--- config.mk ---
export PLATFORM = sky130hd
export DESIGN_NAME = timer_block
export DESIGN_NICKNAME = d
export VERILOG_FILES = /design/src/hw/timer_block_pkg.sv /design/src/hw/timer_block.sv
export VERILOG_INCLUDE_DIRS = /design/src /design/src/hw
export SDC_FILE = /design/constraint.sdc
export NUM_CORES = 1
export LEC_CHECK = 0
export CAP_MARGIN = 10
export CORE_MARGIN = 3
export CORE_UTILIZATION = 35
export DETAILED_ROUTE_END_ITERATION = 10
export DONT_BUFFER_PORTS = 1
export GPL_TIMING_DRIVEN = 0
export PLACE_DENSITY_LB_ADDON = 0.15
export SYNTH_ARGS = -nofsm -noshare
export SYNTH_HDL_FRONTEND = slang
export SYNTH_SLANG_ARGS = --single-unit
export TNS_END_PERCENT = 100
--- constraint.sdc ---
create_clock -name core_clk -period 2.2 [get_ports core_clk]
set_input_delay 0.22 -clock core_clk [delete_from_list [all_inputs] [get_ports core_clk]]
set_output_delay 0.22 -clock core_clk [all_outputs]
set_load 0.1 [all_outputs]
--- src/hw/timer_block_params.svh ---
// constants for the split timer and capture/reload timer block
// Function
// - timer one in its split mode holds count
// - split mode makes two independent 8-bit counters
// - low byte counts clock or zero-pin falls
// - high byte counts clock, uses one's run/flag
// - timer one runs without run bit or flag while timer 0 is split
// - third timer clocked by pin or prescale, run-gated
// - capture mode counts up, rollover sets flag
// - trigger fall captures count and sets trigger flag
// - clear-after-capture zeroes count after each capture
// - up reload mode reloads from capture pair
// - trigger fall forces reload in up mode
// - up/down follows trigger pin level, reloads up
// - down count past capture value loads FFFF
// - up/down reload sets flag, toggles trigger flag
// - baud mode reloads without setting overflow flag
// - baud mode trigger fall sets trigger flag
// - clock-out outside up/down gives 50% clock, no overflow interrupt
// - clock-out rate is clock over four times count
// - prescale 12 after reset, 4 when time-base set
`ifndef TIMER_BLOCK_PARAMS_SVH
`define TIMER_BLOCK_PARAMS_SVH

// register offsets on the plain register port
`define OFS_TIMER_MODE 4'h0
`define OFS_TIMER_CTRL 4'h1
`define OFS_T0_LOW 4'h2
`define OFS_T0_HIGH 4'h3
`define OFS_T1_LOW 4'h4
`define OFS_T1_HIGH 4'h5
`define OFS_CLOCK_CTRL 4'h6
`define OFS_T2_CTRL 4'h7
`define OFS_T2_MODE 4'h8
`define OFS_CAP_LOW 4'h9
`define OFS_CAP_HIGH 4'hA
`define OFS_T2_LOW 4'hB
`define OFS_T2_HIGH 4'hC

// timer mode register fields
`define TM_T0_MODE_LSB 0
`define TM_T0_FUNC 2
`define TM_T0_GATE 3
`define TM_T1_MODE_LSB 4
`define TM_T1_FUNC 6
`define TM_T1_GATE 7
// timer control register fields
`define TC_T0_RUN 4
`define TC_T0_FLAG 5
`define TC_T1_RUN 6
`define TC_T1_FLAG 7
// clock control register fields
`define CK_T0_BASE 3
`define CK_T1_BASE 4
`define CK_T2_BASE 5
// third timer control register fields
`define T2C_SELECT 0
`define T2C_FUNC 1
`define T2C_RUN 2
`define T2C_TRIG_EN 3
`define T2C_TX_CLK 4
`define T2C_RX_CLK 5
`define T2C_TRIG_FLAG 6
`define T2C_OVF_FLAG 7
// third timer mode register fields
`define T2M_UPDOWN 0
`define T2M_CLKOUT 1
`define T2M_CLEAR 3

// reset values and the all-ones count top
`define RST_BYTE 8'h00
`define RST_WORD 16'h0000
`define COUNT_TOP 16'hFFFF
// prescale divisors minus one, and the split mode code
`define PRE_LAST_12 4'hB
`define PRE_LAST_4 2'h3
`define SPLIT_MODE 2'h3

`endif

--- src/hw/timer_block_pkg.sv ---
// types shared by the split timer and capture/reload timer block
package timer_block_pkg;

   // external pins, all asynchronous to core_clk
   typedef struct packed {
      logic extIrqPinZero;
      logic extIrqPinOne;
      logic timerZeroCountPin;
      logic timerOneCountPin;
      logic thirdTimerCountPin;
      logic thirdTimerTriggerPin;
   } pins_t;

   // register port request
   typedef struct packed {
      logic [3:0] addr;
      logic [7:0] wdata;
      logic wr;
      logic rd;
   } reg_req_t;

   // whole block state
   typedef struct packed {
      logic [7:0] timerModeReg;
      logic [7:0] timerCtrlReg;
      logic [7:0] timerZeroLowByte;
      logic [7:0] timerZeroHighByte;
      logic [7:0] timerOneLow;
      logic [7:0] timerOneHigh;
      logic [7:0] clockControlReg;
      logic [7:0] thirdTimerControlReg;
      logic [7:0] thirdTimerModeReg;
      logic [15:0] capture;
      logic [15:0] thirdTimerCount;
      logic [3:0] pre;
      pins_t sync1;
      pins_t sync2;
      pins_t prev;
      logic clockOut;
      logic [7:0] rdata;
      logic irqZero;
      logic irqOne;
      logic irqTwo;
   } state_t;

endpackage

--- src/hw/timer_block.sv ---
// split timer 0/1 and capture/reload timer 2 with register port
`timescale 1ns/1ns
`default_nettype none
`include "timer_block_params.svh"

module timer_block (
   input wire logic core_clk, // 125 MHz clock
   input wire logic resetn, // synchronous reset, active low
   input wire timer_block_pkg::reg_req_t regReq, // register access
   output logic [7:0] regRdata, // read data, cycle after read strobe
   input wire timer_block_pkg::pins_t pinsIn, // asynchronous pin levels
   output logic thirdTimerPinOut, // clock-out drive level
   output logic thirdTimerPinOe, // clock-out drive enable
   output logic irqTimerZero, // timer 0 overflow request
   output logic irqTimerOne, // timer 1 overflow request
   output logic irqThirdTimer // timer 2 request
);

   timer_block_pkg::state_t st_r;
   timer_block_pkg::state_t st_nxt;

   // one step of a classic timer in modes 0-2; returns {ovf, high, low}
   // mode 3 leaves the count alone: callers handle split and freeze
   function automatic logic [16:0] stepClassic(input logic [7:0] hi, input logic [7:0] lo, input logic [1:0] mode);
      logic [16:0] res;
      res = {1'b0, hi, lo};
      case (mode)
         2'h0: begin
            res[4:0] = lo[4:0] + 5'h01;
            if (lo[4:0] == 5'h1F) begin
               res[15:8] = hi + 8'h01;
               res[16] = (hi == 8'hFF);
            end
         end
         2'h1: begin
            res[15:0] = {hi, lo} + 16'h0001;
            res[16] = ({hi, lo} == `COUNT_TOP);
         end
         2'h2: begin
            res[7:0] = (lo == 8'hFF) ? hi : lo + 8'h01;
            res[16] = (lo == 8'hFF);
         end
         default: begin
            res = {1'b0, hi, lo};
         end
      endcase
      return res;
   endfunction

   // combinational next state
   always_comb begin
      logic tick4;
      logic tick12;
      logic tick2;
      logic rate0;
      logic rate1;
      logic rate2;
      logic [5:0] falls;
      logic fallZero;
      logic fallOne;
      logic fallTwo;
      logic fallTrig;
      logic [1:0] m0;
      logic [1:0] m1;
      logic split0;
      logic step0;
      logic step1;
      logic stepHigh;
      logic [16:0] r0;
      logic [16:0] r1;
      logic ovf0;
      logic ovf1;
      logic ovf2;
      logic trig2;
      logic trigFall;
      logic tick2t;
      logic baud;
      logic clkOutMode;
      logic upDownMode;
      logic toggleOut;
      logic [15:0] cnt;
      logic [7:0] wd;
      st_nxt = st_r;
      ovf0 = 1'b0;
      ovf1 = 1'b0;
      ovf2 = 1'b0;
      trig2 = 1'b0;
      toggleOut = 1'b0;
      wd = regReq.wdata;
      // defaults so no working signal can hold a value as a latch
      tick4 = 1'b0;
      tick12 = 1'b0;
      tick2 = 1'b0;
      rate0 = 1'b0;
      rate1 = 1'b0;
      rate2 = 1'b0;
      falls = 6'h00;
      fallZero = 1'b0;
      fallOne = 1'b0;
      fallTwo = 1'b0;
      fallTrig = 1'b0;
      m0 = 2'h0;
      m1 = 2'h0;
      split0 = 1'b0;
      step0 = 1'b0;
      step1 = 1'b0;
      stepHigh = 1'b0;
      r0 = 17'h00000;
      r1 = 17'h00000;
      trigFall = 1'b0;
      tick2t = 1'b0;
      baud = 1'b0;
      clkOutMode = 1'b0;
      upDownMode = 1'b0;
      cnt = 16'h0000;

      // pin synchronisers and falling edge detect on settled samples
      // only the second flop and its delayed copy feed logic; the first may be metastable
      st_nxt.sync1 = pinsIn;
      st_nxt.sync2 = st_r.sync1;
      st_nxt.prev = st_r.sync2;
      falls = st_r.prev & ~st_r.sync2;
      // named edges keep the carrier's bit order out of the logic below
      fallZero = falls[3];
      fallOne = falls[2];
      fallTwo = falls[1];
      fallTrig = falls[0];

      // shared prescaler: 12-cycle machine rate or 4-cycle turbo rate
      // one counter keeps the /12, /4 and /2 ticks in step
      st_nxt.pre = (st_r.pre == `PRE_LAST_12) ? 4'h0 : st_r.pre + 4'h1;
      tick12 = (st_r.pre == `PRE_LAST_12);
      tick4 = (st_r.pre[1:0] == `PRE_LAST_4);
      tick2 = st_r.pre[0];
      rate0 = st_r.clockControlReg[`CK_T0_BASE] ? tick4 : tick12;
      rate1 = st_r.clockControlReg[`CK_T1_BASE] ? tick4 : tick12;
      rate2 = st_r.clockControlReg[`CK_T2_BASE] ? tick4 : tick12;

      // timer 0: gated run, clock or pin source
      m0 = st_r.timerModeReg[`TM_T0_MODE_LSB +: 2];
      m1 = st_r.timerModeReg[`TM_T1_MODE_LSB +: 2];
      split0 = (m0 == `SPLIT_MODE);
      // run bit, gate level and source must all agree
      step0 = st_r.timerCtrlReg[`TC_T0_RUN]
         && (!st_r.timerModeReg[`TM_T0_GATE] || st_r.sync2.extIrqPinZero)
         && (st_r.timerModeReg[`TM_T0_FUNC] ? fallZero : rate0);
      if (split0) begin
         // low byte stands alone with timer 0's controls and flag
         if (step0) begin
            st_nxt.timerZeroLowByte = st_r.timerZeroLowByte + 8'h01;
            ovf0 = (st_r.timerZeroLowByte == 8'hFF);
         end
         // high byte always counts prescaled clock, borrows timer 1's run and flag
         stepHigh = st_r.timerCtrlReg[`TC_T1_RUN] && rate0;
         if (stepHigh) begin
            st_nxt.timerZeroHighByte = st_r.timerZeroHighByte + 8'h01;
            ovf1 = (st_r.timerZeroHighByte == 8'hFF);
         end
      end else if (step0) begin
         r0 = stepClassic(st_r.timerZeroHighByte, st_r.timerZeroLowByte, m0);
         st_nxt.timerZeroHighByte = r0[15:8];
         st_nxt.timerZeroLowByte = r0[7:0];
         ovf0 = r0[16];
      end

      // timer 1: own split mode freezes it; with timer 0 split it loses run bit and flag
      step1 = (m1 != `SPLIT_MODE)
         && (split0 || st_r.timerCtrlReg[`TC_T1_RUN])
         && (!st_r.timerModeReg[`TM_T1_GATE] || st_r.sync2.extIrqPinOne)
         && (st_r.timerModeReg[`TM_T1_FUNC] ? fallOne : rate1);
      if (step1) begin
         r1 = stepClassic(st_r.timerOneHigh, st_r.timerOneLow, m1);
         st_nxt.timerOneHigh = r1[15:8];
         st_nxt.timerOneLow = r1[7:0];
         // the split high byte owns flag one, so timer 1 stays silent
         if (!split0) begin
            ovf1 = r1[16];
         end
      end

      // timer 2 mode decode
      // baud outranks capture and up/down; up/down is ignored in baud
      baud = st_r.thirdTimerControlReg[`T2C_RX_CLK] || st_r.thirdTimerControlReg[`T2C_TX_CLK];
      clkOutMode = st_r.thirdTimerModeReg[`T2M_CLKOUT] && !st_r.thirdTimerControlReg[`T2C_FUNC]
         && !st_r.thirdTimerControlReg[`T2C_SELECT];
      upDownMode = !st_r.thirdTimerControlReg[`T2C_SELECT] && st_r.thirdTimerModeReg[`T2M_UPDOWN] && !baud;
      // baud and clock-out run from clock/2 (baud counts pin falls when T2C_FUNC is set), so the output period is four clocks per count
      tick2t = st_r.thirdTimerControlReg[`T2C_RUN] && (st_r.thirdTimerControlReg[`T2C_FUNC] ? fallTwo
         : ((baud || clkOutMode) ? tick2 : rate2));
      trigFall = st_r.thirdTimerControlReg[`T2C_TRIG_EN] && fallTrig;
      cnt = st_r.thirdTimerCount;

      if (baud || (clkOutMode && !upDownMode)) begin
         // auto-reload with no overflow flag
         if (tick2t) begin
            if (cnt == `COUNT_TOP) begin
               st_nxt.thirdTimerCount = st_r.capture;
               toggleOut = 1'b1;
            end else begin
               st_nxt.thirdTimerCount = cnt + 16'h0001;
            end
         end
         trig2 = baud && trigFall;
      end else if (st_r.thirdTimerControlReg[`T2C_SELECT]) begin
         // capture mode
         // clear-after-capture beats a same-cycle increment
         if (tick2t) begin
            st_nxt.thirdTimerCount = cnt + 16'h0001;
            ovf2 = (cnt == `COUNT_TOP);
         end
         if (trigFall) begin
            st_nxt.capture = cnt;
            trig2 = 1'b1;
            if (st_r.thirdTimerModeReg[`T2M_CLEAR]) begin
               st_nxt.thirdTimerCount = `RST_WORD;
            end
         end
      end else if (!upDownMode) begin
         // up-only auto-reload
         if (tick2t) begin
            if (cnt == `COUNT_TOP) begin
               st_nxt.thirdTimerCount = st_r.capture;
               ovf2 = 1'b1;
            end else begin
               st_nxt.thirdTimerCount = cnt + 16'h0001;
            end
         end
         if (trigFall) begin
            st_nxt.thirdTimerCount = st_r.capture;
            trig2 = 1'b1;
         end
      end else if (tick2t) begin
         // up/down auto-reload, direction from trigger pin level
         // a down count from the reload value wraps to all ones
         if (st_r.sync2.thirdTimerTriggerPin) begin
            if (cnt == `COUNT_TOP) begin
               st_nxt.thirdTimerCount = st_r.capture;
               ovf2 = 1'b1;
            end else begin
               st_nxt.thirdTimerCount = cnt + 16'h0001;
            end
         end else if (cnt == st_r.capture) begin
            st_nxt.thirdTimerCount = `COUNT_TOP;
            ovf2 = 1'b1;
         end else begin
            st_nxt.thirdTimerCount = cnt - 16'h0001;
         end
      end

      // clock-out toggles on each reload so duty is exactly half
      // dropping the run bit parks the pin low
      if (clkOutMode && st_r.thirdTimerControlReg[`T2C_RUN]) begin
         if (toggleOut) begin
            st_nxt.clockOut = ~st_r.clockOut;
         end
      end else begin
         st_nxt.clockOut = 1'b0;
      end

      // software writes; counts take the written value over a same-cycle step
      // the step lost to such a write is not made up later
      if (regReq.wr) begin
         if (regReq.addr == `OFS_TIMER_MODE) begin
            st_nxt.timerModeReg = wd;
         end else if (regReq.addr == `OFS_TIMER_CTRL) begin
            st_nxt.timerCtrlReg = wd;
         end else if (regReq.addr == `OFS_T0_LOW) begin
            st_nxt.timerZeroLowByte = wd;
         end else if (regReq.addr == `OFS_T0_HIGH) begin
            st_nxt.timerZeroHighByte = wd;
         end else if (regReq.addr == `OFS_T1_LOW) begin
            st_nxt.timerOneLow = wd;
         end else if (regReq.addr == `OFS_T1_HIGH) begin
            st_nxt.timerOneHigh = wd;
         end else if (regReq.addr == `OFS_CLOCK_CTRL) begin
            st_nxt.clockControlReg = wd;
         end else if (regReq.addr == `OFS_T2_CTRL) begin
            st_nxt.thirdTimerControlReg = wd;
         end else if (regReq.addr == `OFS_T2_MODE) begin
            st_nxt.thirdTimerModeReg = wd;
         end else if (regReq.addr == `OFS_CAP_LOW) begin
            st_nxt.capture[7:0] = wd;
         end else if (regReq.addr == `OFS_CAP_HIGH) begin
            st_nxt.capture[15:8] = wd;
         end else if (regReq.addr == `OFS_T2_LOW) begin
            st_nxt.thirdTimerCount[7:0] = wd;
         end else if (regReq.addr == `OFS_T2_HIGH) begin
            st_nxt.thirdTimerCount[15:8] = wd;
         end
      end

      // hardware flag sets win over a same-cycle software clear
      // in up/down the trigger flag toggles on reload instead of setting
      if (ovf0) begin
         st_nxt.timerCtrlReg[`TC_T0_FLAG] = 1'b1;
      end
      if (ovf1) begin
         st_nxt.timerCtrlReg[`TC_T1_FLAG] = 1'b1;
      end
      if (ovf2) begin
         st_nxt.thirdTimerControlReg[`T2C_OVF_FLAG] = 1'b1;
      end
      if (upDownMode) begin
         if (ovf2) begin
            st_nxt.thirdTimerControlReg[`T2C_TRIG_FLAG] = ~st_r.thirdTimerControlReg[`T2C_TRIG_FLAG];
         end
      end else if (trig2) begin
         st_nxt.thirdTimerControlReg[`T2C_TRIG_FLAG] = 1'b1;
      end

      // read data, valid in the cycle after the strobe only; unmapped reads zero
      // counts are not latched: read low then high and watch for a carry
      st_nxt.rdata = `RST_BYTE;
      if (regReq.rd) begin
         if (regReq.addr == `OFS_TIMER_MODE) begin
            st_nxt.rdata = st_r.timerModeReg;
         end else if (regReq.addr == `OFS_TIMER_CTRL) begin
            st_nxt.rdata = st_r.timerCtrlReg;
         end else if (regReq.addr == `OFS_T0_LOW) begin
            st_nxt.rdata = st_r.timerZeroLowByte;
         end else if (regReq.addr == `OFS_T0_HIGH) begin
            st_nxt.rdata = st_r.timerZeroHighByte;
         end else if (regReq.addr == `OFS_T1_LOW) begin
            st_nxt.rdata = st_r.timerOneLow;
         end else if (regReq.addr == `OFS_T1_HIGH) begin
            st_nxt.rdata = st_r.timerOneHigh;
         end else if (regReq.addr == `OFS_CLOCK_CTRL) begin
            st_nxt.rdata = st_r.clockControlReg;
         end else if (regReq.addr == `OFS_T2_CTRL) begin
            st_nxt.rdata = st_r.thirdTimerControlReg;
         end else if (regReq.addr == `OFS_T2_MODE) begin
            st_nxt.rdata = st_r.thirdTimerModeReg;
         end else if (regReq.addr == `OFS_CAP_LOW) begin
            st_nxt.rdata = st_r.capture[7:0];
         end else if (regReq.addr == `OFS_CAP_HIGH) begin
            st_nxt.rdata = st_r.capture[15:8];
         end else if (regReq.addr == `OFS_T2_LOW) begin
            st_nxt.rdata = st_r.thirdTimerCount[7:0];
         end else if (regReq.addr == `OFS_T2_HIGH) begin
            st_nxt.rdata = st_r.thirdTimerCount[15:8];
         end
      end

      // interrupt requests follow the flags; trigger flag is silent in up/down
      st_nxt.irqZero = st_nxt.timerCtrlReg[`TC_T0_FLAG];
      st_nxt.irqOne = st_nxt.timerCtrlReg[`TC_T1_FLAG];
      st_nxt.irqTwo = st_nxt.thirdTimerControlReg[`T2C_OVF_FLAG]
         || (st_nxt.thirdTimerControlReg[`T2C_TRIG_FLAG] && !upDownMode);
   end

   // state register; reset gives the 1/12 time base
   // whole state word clears on one edge; no asynchronous path
   always_ff @(posedge core_clk) begin
      if (!resetn) begin
         st_r <= '0;
      end else begin
         st_r <= st_nxt;
      end
   end

   // outputs straight from flops
   // the enable follows its bit alone, so the pin drives even when stopped
   assign regRdata = st_r.rdata;
   assign thirdTimerPinOut = st_r.clockOut;
   assign thirdTimerPinOe = st_r.thirdTimerModeReg[`T2M_CLKOUT];
   assign irqTimerZero = st_r.irqZero;
   assign irqTimerOne = st_r.irqOne;
   assign irqThirdTimer = st_r.irqTwo;

endmodule
`default_nettype wire

==> results_dict.tcl <==
set metrics [dict create \
    fmax_mhz 379 \
    synthDistinctLibCells 84 \
    violations "setup timing" \
    cts_num_sinks 134 \
    portBuffers 0 \
    ant_nets 0 \
    min_path_cells 2 \
    synth_common_cells "134 x dfxtp_1, 132 x nand2_1, 121 x o21ai_0, 110 x a21oi_1, 96 x clkbuf_1" \
    grtUsageTotal_pct 30.7 \
    worst_slack_ns -0.437 \
    period_share_pct 120 \
    area_delta_synth_final_pct 27.8 \
    status "complete, but fails checks" \
    cts_tree "yes" \
    critPathKind "flip-flop to flip-flop" \
    start_util_pct 36.1 \
    grt_max_degree 17 \
    vias 12300 \
    cpMostUsedCell "buf_6" \
    ys_seq_area_share_pct 25.6 \
    pwr_density_cell_nw_per_um2 510 \
    synth_top_area_share_pct 25.6 \
    hpwl_um 34800 \
    worst_pin_slew_ns 1.15 \
    worst-path-stages 9 \
    crit_required_ns 2.58 \
    fin_setup_tns_ns -6.63 \
    clock_skew_ns 0.0172 \
    finalWeightedCongestion 1.01 \
    post-route-min-period_ns 2.64 \
    dr.pass1.iters 6 \
    vias_per_cell 6.47 \
    nNetsFinal 1546 \
    cts_root_buf "clkbuf_16" \
    critPathMaxStageDelay_ns 0.57 \
    die-area_um2 32100 \
    routedWlPerCell_um 26.6 \
    synth_edf_count 0 \
    grt_pass1_vias 11400 \
    critical-path-top-delay-family "compound AO/OA/AOI/OAI gates" \
    synth.net_count 1448 \
    yosys_warnings 0 \
    synth_area_leaders "dfxtp_1 26%, o21ai_0 5.8%, a21oi_1 5.2%" \
    multiInputGateArea_um2 7860 \
    r2r.worst_path.cells 9 \
    synth_top_cell_by_area "dfxtp_1" \
    register_area_um2 2710 \
    drtIter0Drc 1518 \
    drc 0 \
    n_antenna_cell 0 \
    crit_arrival_ns 3.02 \
    drive_gt1_share_pct 22.6 \
    maxCapViolCount 0 \
    nFillCells 2923 \
    crit_chain "or3b_4, o2111a_4, o31ai_4, buf_6, buf_6, nor2_4, a31o_1, a2111o_1, a21oi_2" \
    fin_util_pct 46.1 \
    p_leak_nw 5.06 \
    peakVddDrop_mv 0.695 \
    place_ws_ns -0.858 \
    cts_buffer_depth 2 \
    crit_path_start_kind "flip-flop" \
    insertion_delay_ns 0.45 \
    h-tree-depth 4 \
    placed_cells 1793 \
    end_kind "flip-flop" \
    crit_buf_inv 2 \
    core.rowCount 62 \
    slowest_stage "dfxtp_4" \
    synth-main-ff-cell "dfxtp_1" \
    core_um2 29100 \
    synth_area_um2 10500 \
    clk_pin_slew_worst_paths_ns 0.08 \
    avgSynthCellArea_um2 7.45 \
    holdWs_ns 0.0256 \
    rsz0062_at_grt "true" \
    grt_pass1_wl_um 73500 \
    synth-seq-cells 134 \
    synth_most_common_cell "dfxtp_1" \
    ios 35 \
    stdcell_count 1904 \
    hold_class "input pin to flip-flop" \
    die_width_um 179 \
    die-height_um 179 \
    relSlewSlack_pct 23.1 \
    finalMaxSlewViolations 0 \
    antenna_found_initial 0 \
    cts_buffers 17 \
    path_max_fanout 6 \
    grt_remaining_overflow 0 \
    syn_inst 1409 \
    async_flop_share_pct 0 \
    hold_viol 0 \
    setup_viol 28 \
    routed_wl_um 50600 \
]
where the power goes:
| part | internal [mW] | leakage, nW | total (mW) | switching, mW |
|---|---|---|---|---|
| Clock | 1.75 | 0.286 | 3.05 | 1.30 |
| Combinational | 0.427 | 3.68 | 1.21 | 0.787 |
| Sequential | 2.49 | 1.09 | 2.58 | 0.0883 |
| Total | 4.67 | 5.06 | 6.85 | 2.18 |
final timing paths:
kind / from / to / slack (ns)
setup / recovery: thirdTimerPinOe / st_r[42] / -0.44
hold reg to reg: st_nxt[22] / st_nxt[16] / 0.43
setup reg to reg: thirdTimerPinOe / st_r[42] / -0.44
hold / removal: regReq[7] / st_r[47] / 0.03
cells in the final DEF, fill, tap and decap left out, types with 13 or more instances in the layout:
master           n
clkbuf_2        13
xnor2_1         18
dfxtp_1        120
clkbuf_16       18
mux2i_1         51
nor2_1          78
clkbuf_1        61
and3_1          19
nor2b_1         50
nand3_1         39
a21oi_2         15
a31oi_1         26
a221oi_1        15
buf_6           20
dlygate4sd3_1   13
a21oi_1         93
inv_1           40
xor2_1          26
o21ai_0         97
o211a_1         20
buf_4           76
buf_2           13
o22ai_1         17
o211ai_1        25
and2_1          30
nand4_1         20
nand2_1        129
nor3_1          22
o21ai_1         15
metrics by stage:
stage / power [mW] / instance area, µm²
2_1_floorplan: 3.29 / 10600
3_3_place_gp: 3.63 / 11100
3_5_place_dp: 3.63 / 11100
4_1_cts: 6.72 / 12600
5_1_grt: 7.02 / 13400
6_report: 6.85 / 13400
worst register-to-register path: stages (launching register included):
cell and delay (ns):
dfxtp_4 0.57, or3b_4 0.46, o2111a_4 0.18, o31ai_4 0.25
buf_6 0.18, buf_6 0.11, nor2_4 0.03, a31o_1 0.23
a2111o_1 0.43, a21oi_2 0.13
metal layers:
metal / vias up / wire length (µm) / track usage [%] / part of all wire [%]
met5: - / 0 / 0 / 0
met4: 0 / 3030 / 14.1 / 6.0
met3: 234 / 4900 / 6.88 / 9.7
met2: 775 / 22500 / 48.9 / 45
met1: 5922 / 20100 / 39.5 / 40
li1: 5395 / - / - / -
flip-flops by register name, indices dropped and copies added, names as in the netlist:
register          flops
st_r                111
st_nxt               12
regRdata              8
irqThirdTimer         1
thirdTimerPinOe       1
thirdTimerPinOut      1
final cells by class:
cell class                 instances  share of cell area (%)
buffer                           116                    4.93
clock buffer                      20                    3.40
clock inverter                    12                    1.04
inverter                          43                    1.26
multi-input combinational       1097                    58.6
sequential                       134                    20.2
tap                              384                    3.58
timing repair buffer              98                    6.96
repair_timing:
action / in CTS / in global routing
cloned: 3 / 2
endpoints found under the hold margin: 20 / 0
setup endpoints to repair: 74 / 57
pin swaps: 34 / 61
hold buffers: 13 / 0
buffers inserted: 33 / 48
resized for setup: 155 / 145
cells by family (layout without fill, tap and decap cells):
kind of cell             Yosys count  in the layout  share of synthesized area, %
AND/OR/NAND/NOR                  494            494                          24.0
AO/OA/AOI/OAI                    474            474                          30.1
buffers and inverters            178            289                          7.20
multiplexers                      68             68                          7.44
XOR/XNOR                          44             44                          3.67
adder cells (fa/ha/maj)           17             17                          2.03
flip-flops                       134            134                          25.6
Power figures use the tool's default switching activity.
